==> src/design/swsc_defines.svh <==
// Purpose: Offsets, field positions and timing counts for the watchdog block
// Assumes: Included by bare name
// Notes: Definitions only
`ifndef SWSC_DEFINES_SVH
`define SWSC_DEFINES_SVH

// ==========================================
// Register offsets
`define SWSC_OFS_DIVIDER 12'h400
`define SWSC_OFS_LOCAL_WD 12'h410
`define SWSC_OFS_BUS_WD 12'h420
`define SWSC_OFS_STATE 12'h430
`define SWSC_OFS_STATUS 12'h434

// ==========================================
// Reset values
`define SWSC_DIVIDER_RST 16'h09C2
`define SWSC_BUS_WD_RST 16'h03E8
`define SWSC_LOCAL_WD_RST 16'h03E8

// ==========================================
// Timing
`define SWSC_CLK_MHZ 100
`define SWSC_BASE_MHZ 25
`define SWSC_BASE_DIV (`SWSC_CLK_MHZ / `SWSC_BASE_MHZ)

// ==========================================
// Status fields
`define SWSC_ST_BUS_TRIG 0
`define SWSC_ST_LOCAL_TRIG 1
`define SWSC_ST_REQ_ERR 2

`endif

==> src/design/swsc_pkg.sv <==
// Purpose: Types for the watchdog and state control block
// Assumes: Nothing
// Notes: Constants live in swsc_defines.svh
package swsc_pkg;

  // ==========================================
  // Slave states
  typedef enum logic [2:0] {
    ST_INIT,
    ST_CONFIGURATION,
    ST_SAFE_OUTPUT,
    ST_RUNNING,
    ST_FIRMWARE_UPDATE
  } swsc_state_e;

  // Requested state codes as written by the master
  typedef logic [2:0] swsc_req_t;

endpackage

==> src/design/swsc_top.sv <==
// Purpose: Watchdog pair and operating-state machine of a slave controller
// Assumes: 100 MHz clock, base tick is 4 clocks (40 ns)
// Notes: Register access is a plain synchronous read/write port
`timescale 1ns/1ps
`default_nettype none
`include "swsc_defines.svh"

module swsc_top #(
  parameter int OUT_W = 8
) (
  // Clock and reset
  input wire logic CLOCK_I,
  input wire logic RST_B_I,
  // Register port
  input wire logic REG_WR_I,
  input wire logic REG_RD_I,
  input wire logic [11:0] REG_ADDR_I,
  input wire logic [15:0] REG_WDATA_I,
  output logic [15:0] REG_RDATA_O,
  // Traffic monitors
  input wire logic BUS_PD_ACCESS_I,
  input wire logic LOCAL_ACCESS_I,
  // Configuration checks
  input wire logic MAILBOX_CFG_OK_I,
  input wire logic PD_CFG_OK_I,
  // State request
  input wire logic STATE_REQ_I,
  input wire logic [2:0] STATE_REQ_CODE_I,
  // Process data
  input wire logic [OUT_W-1:0] MASTER_OUT_DATA_I,
  input wire logic [OUT_W-1:0] SAFE_VALUE_I,
  output logic [OUT_W-1:0] PHYS_OUT_O,
  output logic INPUT_COPY_O,
  // Status
  output logic [2:0] STATE_O,
  output logic STATE_ACK_O,
  output logic MAILBOX_EN_O,
  output logic FILE_XFER_ONLY_O,
  output logic PD_EN_O,
  output logic BUS_WD_TRIG_O,
  output logic LOCAL_WD_TRIG_O
);

  // ==========================================
  // Registers
  logic [15:0] divider_q;
  logic [15:0] local_cnt_q;
  logic [15:0] bus_cnt_q;
  logic req_err_q;
  swsc_pkg::swsc_state_e state_q;

  wire sel_div = REG_ADDR_I == `SWSC_OFS_DIVIDER;
  wire sel_loc = REG_ADDR_I == `SWSC_OFS_LOCAL_WD;
  wire sel_bus = REG_ADDR_I == `SWSC_OFS_BUS_WD;

  // Values persist unless software writes them
  always_ff @(posedge CLOCK_I) begin
    if (!RST_B_I) begin
      divider_q <= `SWSC_DIVIDER_RST;
      local_cnt_q <= `SWSC_LOCAL_WD_RST;
      bus_cnt_q <= `SWSC_BUS_WD_RST;
    end else if (REG_WR_I) begin
      if (sel_div) divider_q <= REG_WDATA_I;
      if (sel_loc) local_cnt_q <= REG_WDATA_I;
      if (sel_bus) bus_cnt_q <= REG_WDATA_I;
    end
  end

  // ==========================================
  // Register read path
  wire sel_state = REG_ADDR_I == `SWSC_OFS_STATE;
  wire sel_status = REG_ADDR_I == `SWSC_OFS_STATUS;
  // Status bits sit at their defined positions
  wire [15:0] status_w =
    (16'(BUS_WD_TRIG_O) << `SWSC_ST_BUS_TRIG) |
    (16'(LOCAL_WD_TRIG_O) << `SWSC_ST_LOCAL_TRIG) |
    (16'(req_err_q) << `SWSC_ST_REQ_ERR);
  logic [15:0] rdata_w;

  always_comb begin
    rdata_w = 16'h0000;
    if (sel_div) begin
      rdata_w = divider_q;
    end else if (sel_loc) begin
      rdata_w = local_cnt_q;
    end else if (sel_bus) begin
      rdata_w = bus_cnt_q;
    end else if (sel_state) begin
      rdata_w = {13'h0, state_q};
    end else if (sel_status) begin
      rdata_w = status_w;
    end
  end

  always_ff @(posedge CLOCK_I) begin
    if (!RST_B_I) REG_RDATA_O <= 16'h0000;
    else if (REG_RD_I) REG_RDATA_O <= rdata_w;
  end

  // ==========================================
  // Base tick: 40 ns from 100 MHz clock
  logic [1:0] base_q;
  logic [15:0] tick_q;
  wire base_w = base_q == 2'(`SWSC_BASE_DIV - 1);
  // Watchdog tick after divider+2 base ticks
  // Tick phase runs free, so a first timeout may fall one tick short
  wire [16:0] tick_len_w = {1'b0, divider_q} + 17'h00001;
  wire wd_tick_w = base_w && ({1'b0, tick_q} >= tick_len_w);

  always_ff @(posedge CLOCK_I) begin
    if (!RST_B_I) begin
      base_q <= 2'h0;
      tick_q <= 16'h0000;
    end else begin
      base_q <= base_w ? 2'h0 : base_q + 2'h1;
      if (wd_tick_w) tick_q <= 16'h0000;
      else if (base_w) tick_q <= tick_q + 16'h0001;
    end
  end

  // ==========================================
  // Watchdog pair, one loop for both
  // Index 0 bus-side, index 1 local interface
  wire [1:0] wd_trig;
  wire [1:0] wd_kick = {LOCAL_ACCESS_I, BUS_PD_ACCESS_I};
  wire [15:0] wd_lim [2];
  assign wd_lim[0] = bus_cnt_q;
  assign wd_lim[1] = local_cnt_q;

  for (genvar i = 0; i < 2; i++) begin : g_wd
    logic [15:0] cnt_q;
    logic trig_q;
    // Zero count disables; trigger drops too
    wire off_w = wd_lim[i] == 16'h0000;
    wire exp_w = wd_tick_w && (cnt_q + 16'h0001 >= wd_lim[i]);
    // Access beats a same-cycle timeout: fresh traffic proves the link
    always_ff @(posedge CLOCK_I) begin
      if (!RST_B_I) begin
        cnt_q <= 16'h0000;
        trig_q <= 1'b0;
      end else if (off_w) begin
        cnt_q <= 16'h0000;
        trig_q <= 1'b0;
      end else if (wd_kick[i]) begin
        // Access restarts the timeout and clears trigger
        cnt_q <= 16'h0000;
        trig_q <= 1'b0;
      end else if (exp_w) begin
        trig_q <= 1'b1;
      end else if (wd_tick_w && !trig_q) begin
        cnt_q <= cnt_q + 16'h0001;
      end
    end
    assign wd_trig[i] = trig_q;
  end

  assign BUS_WD_TRIG_O = wd_trig[0];
  assign LOCAL_WD_TRIG_O = wd_trig[1];

  // ==========================================
  // Operating-state machine
  swsc_pkg::swsc_state_e state_d;
  logic ack_d;
  logic err_d;
  logic copy_d;
  // Refused request keeps the state; error stands until next request

  always_comb begin
    state_d = state_q;
    ack_d = 1'b0;
    err_d = req_err_q;
    copy_d = 1'b0;
    if (STATE_REQ_I) begin
      ack_d = 1'b1;
      err_d = 1'b0;
      case (state_q)
        swsc_pkg::ST_INIT: begin
          if (STATE_REQ_CODE_I == 3'(swsc_pkg::ST_CONFIGURATION)) begin
            if (MAILBOX_CFG_OK_I) begin
              state_d = swsc_pkg::ST_CONFIGURATION;
            end else begin
              err_d = 1'b1;
            end
          end else if (STATE_REQ_CODE_I ==
                       3'(swsc_pkg::ST_FIRMWARE_UPDATE)) begin
            if (MAILBOX_CFG_OK_I) begin
              state_d = swsc_pkg::ST_FIRMWARE_UPDATE;
            end else begin
              err_d = 1'b1;
            end
          end else if (STATE_REQ_CODE_I != 3'(swsc_pkg::ST_INIT)) begin
            err_d = 1'b1;
          end
        end
        swsc_pkg::ST_CONFIGURATION: begin
          if (STATE_REQ_CODE_I == 3'(swsc_pkg::ST_SAFE_OUTPUT)) begin
            // Inputs copied in the same cycle as the acknowledge
            if (PD_CFG_OK_I) begin
              state_d = swsc_pkg::ST_SAFE_OUTPUT;
              copy_d = 1'b1;
            end else err_d = 1'b1;
          end else if (STATE_REQ_CODE_I == 3'(swsc_pkg::ST_INIT)) begin
            state_d = swsc_pkg::ST_INIT;
          end else if (STATE_REQ_CODE_I !=
                       3'(swsc_pkg::ST_CONFIGURATION)) begin
            err_d = 1'b1;
          end
        end
        swsc_pkg::ST_SAFE_OUTPUT: begin
          if (STATE_REQ_CODE_I == 3'(swsc_pkg::ST_RUNNING)) begin
            state_d = swsc_pkg::ST_RUNNING;
          end else if (STATE_REQ_CODE_I == 3'(swsc_pkg::ST_INIT) ||
                       STATE_REQ_CODE_I ==
                       3'(swsc_pkg::ST_CONFIGURATION)) begin
            state_d = swsc_pkg::swsc_state_e'(STATE_REQ_CODE_I);
          end else if (STATE_REQ_CODE_I !=
                       3'(swsc_pkg::ST_SAFE_OUTPUT)) begin
            err_d = 1'b1;
          end
        end
        swsc_pkg::ST_RUNNING: begin
          if (STATE_REQ_CODE_I == 3'(swsc_pkg::ST_FIRMWARE_UPDATE) ||
              STATE_REQ_CODE_I > 3'(swsc_pkg::ST_FIRMWARE_UPDATE)) begin
            err_d = 1'b1;
          end else begin
            state_d = swsc_pkg::swsc_state_e'(STATE_REQ_CODE_I);
          end
        end
        default: begin
          if (STATE_REQ_CODE_I == 3'(swsc_pkg::ST_INIT)) begin
            state_d = swsc_pkg::ST_INIT;
          end else if (STATE_REQ_CODE_I !=
                       3'(swsc_pkg::ST_FIRMWARE_UPDATE)) begin
            err_d = 1'b1;
          end
        end
      endcase
    end
  end

  always_ff @(posedge CLOCK_I) begin
    if (!RST_B_I) begin
      state_q <= swsc_pkg::ST_INIT;
      req_err_q <= 1'b0;
      STATE_ACK_O <= 1'b0;
      INPUT_COPY_O <= 1'b0;
    end else begin
      state_q <= state_d;
      req_err_q <= err_d;
      STATE_ACK_O <= ack_d;
      INPUT_COPY_O <= copy_d;
    end
  end

  // ==========================================
  // Traffic permissions and outputs
  wire in_cfg = state_q == swsc_pkg::ST_CONFIGURATION;
  wire in_safe = state_q == swsc_pkg::ST_SAFE_OUTPUT;
  wire in_run = state_q == swsc_pkg::ST_RUNNING;
  wire in_fw = state_q == swsc_pkg::ST_FIRMWARE_UPDATE;

  assign STATE_O = 3'(state_q);
  assign MAILBOX_EN_O = in_cfg || in_safe || in_run || in_fw;
  assign FILE_XFER_ONLY_O = in_fw;
  assign PD_EN_O = in_safe || in_run;

  // ==========================================
  // Physical outputs
  // Bus watchdog forces safe values even in running; state is left alone
  wire apply_w = in_run && !wd_trig[0];

  always_ff @(posedge CLOCK_I) begin
    if (!RST_B_I) PHYS_OUT_O <= '0;
    else if (apply_w) PHYS_OUT_O <= MASTER_OUT_DATA_I;
    else PHYS_OUT_O <= SAFE_VALUE_I;
  end

endmodule
`default_nettype wire

==> config.mk <==
export PLATFORM = sky130hd
export DESIGN_NAME = swsc_top
export DESIGN_NICKNAME = d
export VERILOG_FILES = /design/src/design/swsc_pkg.sv /design/src/design/swsc_top.sv
export VERILOG_INCLUDE_DIRS = /design/src /design/src/design
export SDC_FILE = /design/constraint.sdc
export NUM_CORES = 1
export LEC_CHECK = 0
export BUFFER_PORTS_ARGS = -buffer_cell sky130_fd_sc_hd__buf_4
export CORE_MARGIN = 3
export CORE_UTILIZATION = 57
export CTS_CLUSTER_DIAMETER = 100
export DETAILED_ROUTE_END_ITERATION = 16
export PLACE_DENSITY = 0.8
export SLEW_MARGIN = 10
export SYNTH_ARGS = -nofsm -noshare
export SYNTH_HDL_FRONTEND = slang
export SYNTH_SLANG_ARGS = --single-unit
==> constraint.sdc <==
create_clock -name CLOCK_I -period 4.73 [get_ports CLOCK_I]
set_input_delay 0.2365 -clock CLOCK_I [delete_from_list [all_inputs] [get_ports CLOCK_I]]
set_output_delay 0.2365 -clock CLOCK_I [all_outputs]
set_load 0.1 [all_outputs]
==> results.toml, run 1 <==
[timing]
slew_headroom = 0.307
finalSetupViolations = 0
period_minus_slack_ns = 3.96
finalCritPeriodShare = 0.838
worst_pin_slew_ns = 1.03
fmax_mhz = 252
rsz0062_at_grt = "no"
whs_ns = 0.0642
finalHoldViolations = 0
setup_tns_ns = 0
skew_ns = 0.00707
report.final.slew_viol_count = 0

[power_and_ir_drop]
clkPwrFrac = 0.505
leakage_uw = 0.00357
ir_worst_vdd_v = 0.000255
netSwitchingFraction = 0.238
pwr-share-seq = 0.409
p_comb_frac = 0.086
p_sw_uw = 654
power_density_mw_per_mm2 = 313
p_int_uw = 2090

[critical_path]
crit_end = "g_wd[1].cnt_q[12]"
crit_fanout = 31
cp-start-kind = "flip-flop"
rrSetupSlack_ns = 0.77
cp.arrival_ns = 4.30
critPathRequiredTime_ns = 5.07
r2r_end = "g_wd[1].cnt_q[12]"
cp-startpoint = "g_wd[1].cnt_q[0]"
worstSetupPathType = "flip-flop to flip-flop"
r2r_cells = 15
end_kind = "flip-flop"
critical_path.reg2reg.startpoint = "g_wd[1].cnt_q[0]"

[synth]
ys.flop_type = "dfxtp_1"
avgSynthCellArea_um2 = 8.34
synthArstFlopShare = 0
syn_inst = 894
synth.net_count = 1003
synth_top_cell_area_share = 0.349
ys_warn_count = 0
yosys_register_bits = 130
synthTopCellsByArea = "dfxtp_1 (35%), ha_1 (8.9%), nand2_1 (5.9%)"
yosysTopAreaCell = "dfxtp_1"
synth-edff-count = 0
synth_area_mm2 = 0.00746
ys_types = 56
yosysSeqAreaShare = 0.349

[die]
die_h_um = 120
start_util = 0.586
die_w_um = 120
core_mm2 = 0.0127
die-area_mm2 = 0.0145
rows = 41
io_pins = 90

[routing]
drt_pre_antenna_iters = 5
vias = 6733
routedWlPerCell_um = 16.5
drc_errors = 0
routed_via_density = 5.89
ant_nets = 0
routed_wl_mm = 18.9
drtIter0Drc = 628

[place]
gp_congestion = 0.849
dp_hpwl_mm = 13.3
io_buffers = 89
placed_area_mm2 = 0.00815

[clock_tree]
root_buffer = "clkbuf_16"
post_cts_buffers = 0
cts_buffers = 17
clk_latency_ns = 0.43
cts_buffer_depth = 2
cts_hold_buf = 0
path_clk_slew_ns = 0.06
ctsResizeCount = 0
cts_tree = "yes"
cts_sinks = 130
htree_levels = 4

[run]
max_cap_viol_count = 0

[finish]
final_cell_mix = "dfxtp_1 (130), nand2_1 (117), buf_4 (90), nand3_1 (62), ha_1 (53)"
post_route_cells_drive_above_1_share = 0.152
diodes = 0
final_common_cell = "dfxtp_1"
fin_nets = 1069
nFillCells = 1070
design_area_mm2 = 0.00876
areaGrowthSynthToFinish_pct = 17.5
final_util = 0.689

[min_path]
hold_path.class = "primary input to flip-flop"

[grt]
grt_pass1_vias = 6495
grt-ovfl-total = 0
track_usage = 0.268
grt_max_degree = 84
antenna_found_initial = 0
grt_pass1_wl_mm = 31.4

[outcome]
outcome = "completed"
worst max-delay path, cell delays in order, from the launching register on:
cell and delay [ns]:
dfxtp_1 0.39, ha_1 0.22, nand3_1 0.15, nor2_1 0.23, and3_1 0.27, nand2_1 0.12, or2_2 0.34, xnor2_1 0.13
ha_1 0.31, a21oi_1 0.15, nand2_1 0.07, a221oi_1 0.23, o21ai_0 0.16, a211o_2 0.51, or4_1 0.45, a21oi_1 0.15
synth_stat cells, types with 3 or more instances:
cell type / n
o211ai_1: 8
o31ai_1: 3
xnor2_1: 34
nand2_1: 117
mux2_2: 12
or3_1: 29
nor2b_1: 13
and3b_1: 3
o2111ai_1: 4
xor2_1: 27
nor3_1: 9
o211a_1: 16
inv_1: 45
or2_2: 3
nand4_1: 8
nor4_1: 12
nand3b_1: 3
o21ai_0: 49
and4_1: 3
a21oi_1: 52
nand3_2: 3
nand2b_1: 4
nor2_1: 45
a211oi_1: 3
a22oi_1: 13
dfxtp_1: 130
or2_1: 3
buf_6: 6
mux2i_1: 20
and3_1: 12
clkbuf_1: 33
a21boi_0: 27
ha_1: 53
nand3_1: 62
layout make-up:
type | count | area (µm²) | area share
clock buffers | 21 | 460 | 0.0525
clock inverters | 10 | 158 | 0.0180
inverters | 45 | 169 | 0.0193
multi-input cells | 676 | 4480 | 0.512
flip-flops and latches | 130 | 2600 | 0.297
well taps | 172 | 215 | 0.0246
repair buffers | 90 | 676 | 0.0771
power by group through the flow:
stage / clock network [µW] / registers, µW / logic (µW)
finish: 1380 / 1120 / 236
global placement: 0 / 1140 / 234
global route: 1450 / 1120 / 248
detailed placement: 0 / 1140 / 234
CTS: 1400 / 1120 / 236
floorplan: 0 / 1220 / 76.2
sequential cells by signal (all words and copies together), names as in the netlist:
name,cells
BUS_WD_TRIG_O,1
INPUT_COPY_O,1
LOCAL_WD_TRIG_O,1
PHYS_OUT_O,8
REG_RDATA_O,16
STATE_ACK_O,1
STATE_O,3
base_q,2
bus_cnt_q,16
divider_q,16
g_wd.cnt_q,32
local_cnt_q,16
req_err_q,1
tick_q,16
per-stage QoR:
step	total power, µW	cells	setup slack [ns]
detailed placement	1380	1113	0.806
finish	2740	1144	0.767
global route	2820	1144	0.419
floorplan	1300	894	1.23
CTS	2750	1144	0.775
global placement	1380	1113	0.886
cell families (layout without fill, tap and decap cells):
family	Yosys count	count (layout)	share of synthesized area
XOR/XNOR	61	61	0.0716
adder cells (fa/ha/maj)	53	53	0.0889
flip-flops	130	130	0.349
multiplexers	32	32	0.0450
AO/OA/AOI/OAI	188	188	0.165
buffers and inverters	88	166	0.0512
AND/OR/NAND/NOR	342	342	0.230
how the worst min path moves through the flow:
stage / cells after the start / from / slack, ns / end
4_1_cts: 3 / REG_WDATA_I[8] / 0.05 / divider_q[8]
2_1_floorplan: 2 / REG_WDATA_I[8] / 0.36 / divider_q[8]
3_5_place_dp: 1 / base_q[0] / 0.42 / base_q[0]
6_report: 3 / REG_WDATA_I[8] / 0.06 / divider_q[8]
3_3_place_gp: 1 / base_q[0] / 0.42 / base_q[0]
5_1_grt: 3 / REG_WDATA_I[7] / 0.06 / divider_q[7]
layer usage:
| metal | global-route usage | wire length [µm] | up-vias |
|---|---|---|---|
| met3 | 0.0627 | 1280 | 44 |
| met4 | 0.101 | 497 | 0 |
| li1 | - | - | 3289 |
| met1 | 0.349 | 8320 | 3156 |
| met2 | 0.433 | 8820 | 244 |
| met5 | 0 | 0 | - |
(Power assumes the default switching activity.)
==> run 2: changes to the inputs <==
Clock period 4.73 ns to 4.1 ns, I/O delays scaled along.
==> run 2 against run 1 <==
Register-to-register slack got worse by 0.53 ns. Critical path depth unchanged. Via count increased by 0.12%. First-iteration DRC count increased by 9.2%. Utilization increased by 0.55 points. Final cell count increased by 0.44%. Worst hold slack got worse by 0.028 ns. Total power increased by 16%. Sequential share of layout area decreased by 0.24 points. Global-route usage decreased by 0.35 points. Combinational power increased by 15%. Sequential power increased by 15%.
==> results.toml, run 2 (synthesis results as in run 1) <==
[outcome]
outcome = "completed"

[critical_path]
crit_path_cell_trace = "ha_1 -> nand3_1 -> nor2_2 -> and3_2 -> nand2_1 -> or2_2 -> xnor2_1 -> ha_1 -> a21oi_1 -> nand2_1 -> a221oi_1 -> o21ai_1 -> a211o_4 -> or4_1 -> a21oi_1"
end_kind = "flip-flop"
critPathMaxStageDelay_ns = 0.41
critPathRequiredTime_ns = 4.44
critical_path.reg2reg.startpoint = "g_wd[1].cnt_q[0]"
r2r_cells = 15
cp-start-kind = "flip-flop"
rrSetupSlack_ns = 0.23
worstSetupPathType = "flip-flop to flip-flop"
cp_slowest_cell = "dfxtp_1"
cp.arrival_ns = 4.21
r2r_end = "g_wd[1].cnt_q[12]"
crit_fanout = 16

[clock_tree]
post_cts_buffers = 0
cts_sinks = 130
clk_latency_ns = 0.42
htree_levels = 4
path_clk_slew_ns = 0.06
cts_buffer_depth = 2
root_buffer = "clkbuf_16"
cts_tree = "yes"
cts_buffers = 17

[die]
io_pins = 90
die_w_um = 120
die-area_mm2 = 0.0145
start_util = 0.586
rows = 41
core_mm2 = 0.0127
die_h_um = 120

[routing]
routed_wl_mm = 19.1
routed_via_density = 5.87
ant_nets = 0
drc_errors = 0
vias = 6741
drtIter0Drc = 686
drt_pre_antenna_iters = 6
routedWlPerCell_um = 16.6

[grt]
track_usage = 0.264
grt_pass1_wl_mm = 31.1
antenna_found_initial = 0
grt_pass1_vias = 6190
grt-ovfl-total = 0
grt_max_degree = 84

[min_path]
hold_path.class = "primary input to flip-flop"
hold_depth = 3
min_to = "divider_q[6]"
worstHoldStart = "REG_WDATA_I[6]"

[place]
dp_hpwl_mm = 13.4
placedCellCount = 1116
placed_area_mm2 = 0.00817
gp_congestion = 0.883
io_buffers = 89

[power_and_ir_drop]
ir_worst_vdd_v = 0.000329
p_total_uw = 3170
leakage_uw = 0.00361
power_density_mw_per_mm2 = 359

[finish]
final_util = 0.694
areaGrowthSynthToFinish_pct = 18.4
final_common_cell = "dfxtp_1"
diodes = 0
fin_nets = 1073
largest_reg_flops = 32
final_cell_mix = "dfxtp_1 (130), nand2_1 (117), buf_4 (93), nand3_1 (62), ha_1 (53)"
largest_register = "g_wd.cnt_q"
fin_cells = 1149
post_route_cells_drive_above_1_share = 0.162
design_area_mm2 = 0.00883

[timing]
worst_pin_slew_ns = 0.816
rsz0062_at_grt = "no"
finalHoldViolations = 0
setup_tns_ns = 0
finalSetupViolations = 0
report.final.slew_viol_count = 0
fmax_mhz = 259
skew_ns = 0.00824
finalCritPeriodShare = 0.943
period_minus_slack_ns = 3.87
slew_headroom = 0.456

[run]
max_cap_viol_count = 0
-- run 2: changes by cell type in the layout (fill, tap and decap cells not counted), moves of 2 or more --
| cell | previous run | this run |
|---|---|---|
| clkinvlp_4 | 3 | 1 |
| clkinv_2 | 3 | 1 |
| buf_4 | 90 | 93 |
| clkbuf_8 | 2 | 9 |
| clkinv_4 | 0 | 2 |
| clkbuf_1 | 2 | 0 |
| bufinv_16 | 4 | 2 |
-- run 2: metal layers --
metal	wire, µm	track usage	up-vias	part of all wire
met3	1340	0.0725	37	0.070
li1	-	-	3303	-
met4	425	0.0772	0	0.022
met1	8240	0.353	3173	0.43
met2	9050	0.421	228	0.47
met5	0	0	-	0
-- run 2: worst max path at each step --
stage	startpoint	end	slack (ns)	depth (start not counted)
global route	g_wd[1].cnt_q[0]	g_wd[1].cnt_q[12]	0.006	15
global placement	g_wd[1].cnt_q[0]	g_wd[1].cnt_q[12]	0.26	15
CTS	g_wd[1].cnt_q[0]	g_wd[1].cnt_q[12]	0.07	15
floorplan	g_wd[1].cnt_q[0]	g_wd[1].cnt_q[13]	0.60	16
detailed placement	g_wd[1].cnt_q[0]	g_wd[1].cnt_q[12]	0.11	15
finish	g_wd[1].cnt_q[0]	g_wd[1].cnt_q[12]	0.23	15
-- run 2: final cells by class --
type | count | area [µm²]
clock buffer | 26 | 549
timing repair buffer | 93 | 698
inverter | 45 | 169
multi-input combinational | 677 | 4510
tap | 172 | 215
fill | 1057 | 3890
sequential | 130 | 2600
clock inverter | 6 | 90.1
-- run 2: stage by stage --
| stage | hold WS [ns] | setup slack, ns |
|---|---|---|
| after floorplan | 0.333 | 0.596 |
| after global placement | 0.417 | 0.264 |
| after detailed placement | 0.427 | 0.107 |
| after CTS | 0.0217 | 0.0684 |
| after global routing | 0.0295 | 0.00595 |
| final | 0.0361 | 0.234 |
-- run 2: critical path: cells and delay by family (launching register included) --
family	cells	cell delay, ns
fa+ha+maj	2	0.54
compound gates	5	1.15
xor+xnor	1	0.13
simple gates	7	1.56
flops	1	0.41
-- run 2: where the power goes --
group,switching [µW],leakage [µW],internal (µW),total (µW)
Combinational,187,0.00224,85.9,272
Clock,564,0.000315,1040,1610
Sequential,11.7,0.00105,1280,1290
-- run 2: timing repair --
item / in CTS / in global routing
hold buffers: 0 / 0
endpoints found under the setup margin: 0 / 14
gates resized for setup: 0 / 5
==> run 3: changes to the inputs <==
Settings changed: CTS_BUF_LIST set to sky130_fd_sc_hd__clkbuf_16.
==> run 3 against run 2 <==
Die area unchanged. Highest routed layer unchanged. Worst hold slack got worse by 0.0072 ns. Combinational power about the same. Clock power decreased by 11%. Largest power group unchanged. Routed wire length unchanged. Fmax increased by 0.68%. Final cell count about the same. Utilization decreased by 0.65 points. Sequential cell count unchanged. Non-clock buffer count increased by 1.
==> results.toml, run 3 (synthesis results as in run 1) <==
[finish]
final_common_cell = "dfxtp_1"
nFillCells = 1070
largest_reg_flops = 32
final_cell_mix = "dfxtp_1 (130), nand2_1 (117), buf_4 (94), nand3_1 (62), ha_1 (53)"
diodes = 0
largest_register = "g_wd.cnt_q"
fin_nets = 1074
multi_input_area_mm2 = 0.00451
post_route_cells_drive_above_1_share = 0.153
areaGrowthSynthToFinish_pct = 17.3
regArea_mm2 = 0.00260

[clock_tree]
root_buffer = "clkbuf_16"
cts_tree = "yes"
cts_buffer_depth = 2
cts_sinks = 130
clk_latency_ns = 0.43
cts_buffers = 17
cts_hold_buf = 0
htree_levels = 4
path_clk_slew_ns = 0.06

[timing]
finalHoldViolations = 0
fmax_mhz = 260
finalCritPeriodShare = 0.937
finalSetupViolations = 0
worst_pin_slew_ns = 0.822
slew_headroom = 0.452
setup_tns_ns = 0
report.final.slew_viol_count = 0
period_minus_slack_ns = 3.84
skew_ns = 0.00676
rsz0062_at_grt = "no"

[place]
dp_hpwl_mm = 13.4
io_buffers = 89
gp_congestion = 0.883

[die]
die_h_um = 120
io_pins = 90
die-area_mm2 = 0.0145
start_util = 0.586
core_mm2 = 0.0127
die_w_um = 120
rows = 41

[min_path]
hold_path.class = "primary input to flip-flop"

[grt]
antenna_found_initial = 0
grt-ovfl-total = 0
grt_pass1_vias = 6188
track_usage = 0.264
grt_max_degree = 84
grt_pass1_wl_mm = 31.0

[routing]
routed_via_density = 5.86
drc_errors = 0
routedWlPerCell_um = 16.6
ant_nets = 0
drt_pre_antenna_iters = 7
drtIter0Drc = 636
routed_wl_mm = 19.1
vias = 6741

[power_and_ir_drop]
power_density_mw_per_mm2 = 343
leakage_uw = 0.00356
p_total_uw = 3000
ir_worst_vdd_v = 0.000310

[critical_path]
cp-start-kind = "flip-flop"
crit_fanout = 16
worstSetupPathType = "flip-flop to flip-flop"
cp.arrival_ns = 4.18
cp_slowest_cell = "dfxtp_1"
end_kind = "flip-flop"
crit_path_cell_trace = "ha_1 -> nand3_1 -> nor2_2 -> and3_2 -> nand2_1 -> or2_2 -> xnor2_1 -> ha_1 -> a21oi_1 -> nand2_1 -> a221oi_1 -> o21ai_1 -> a211o_4 -> or4_1 -> a21oi_1"
critPathRequiredTime_ns = 4.44
critPathMaxStageDelay_ns = 0.41

[run]
max_cap_viol_count = 0

[outcome]
outcome = "completed"
[run 3: cell count changes in the layout (fill, tap and decap cells not counted)]
cell	delta
buf_4	+1
clkbuf_8	-9
clkinv_1	+9
[run 3: final cells by class]
cell class | instances | area share
Clock inverter | 15 | 0.0142
Multi-Input combinational cell | 677 | 0.515
Clock buffer | 17 | 0.0486
Timing Repair Buffer | 94 | 0.0806
Tap cell | 172 | 0.0246
Sequential cell | 130 | 0.297
Inverter | 45 | 0.0193
[run 3: worst paths after layout]
path / start / to / slack, ns / cells after the start
max: g_wd[1].cnt_q[0] / g_wd[1].cnt_q[12] / 0.26 / 15
min: REG_WDATA_I[6] / divider_q[6] / 0.03 / 3
max reg2reg: g_wd[1].cnt_q[0] / g_wd[1].cnt_q[12] / 0.26 / 15
min reg2reg: base_q[0] / base_q[0] / 0.43 / 1
[run 3: power by group]
| part | switching, µW | internal, µW |
|---|---|---|
| Clock | 561 | 873 |
| Sequential | 11.8 | 1280 |
| Combinational | 187 | 85.9 |
| Total | 760 | 2240 |
[run 3: worst max-delay path, delay by kind of cell, from the launching register on]
family                     cells  cell delay (ns)
adders and majority gates      2             0.54
DFF                            1             0.41
xor gates and xnor gates       1             0.14
and+or+nand+nor                7             1.56
AOI/OAI and AO/OA              5             1.12
[run 3: per-layer routing]
| layer | global-route usage | part of all wire |
|---|---|---|
| met5 | 0 | 0 |
| met4 | 0.0722 | 0.021 |
| met3 | 0.0683 | 0.067 |
| met2 | 0.422 | 0.47 |
| met1 | 0.354 | 0.44 |
[run 3: repair_timing]
item                       4_1_cts  5_1_grt
buffers inserted                 0        1
resized for setup                0        5
setup endpoints to repair        0       14
[run 3: metrics by stage]
step	cells	setup WS (ns)	cell area, µm²	utilization	hold slack [ns]
CTS	1148	0.0723	8720	0.685	0.0197
floorplan	894	0.596	7460	-	0.333
finish	1150	0.260	8750	0.688	0.0289
detailed placement	1116	0.107	8170	0.642	0.427
global route	1150	0.0193	8750	0.688	0.0300
global placement	1116	0.264	8170	0.642	0.417
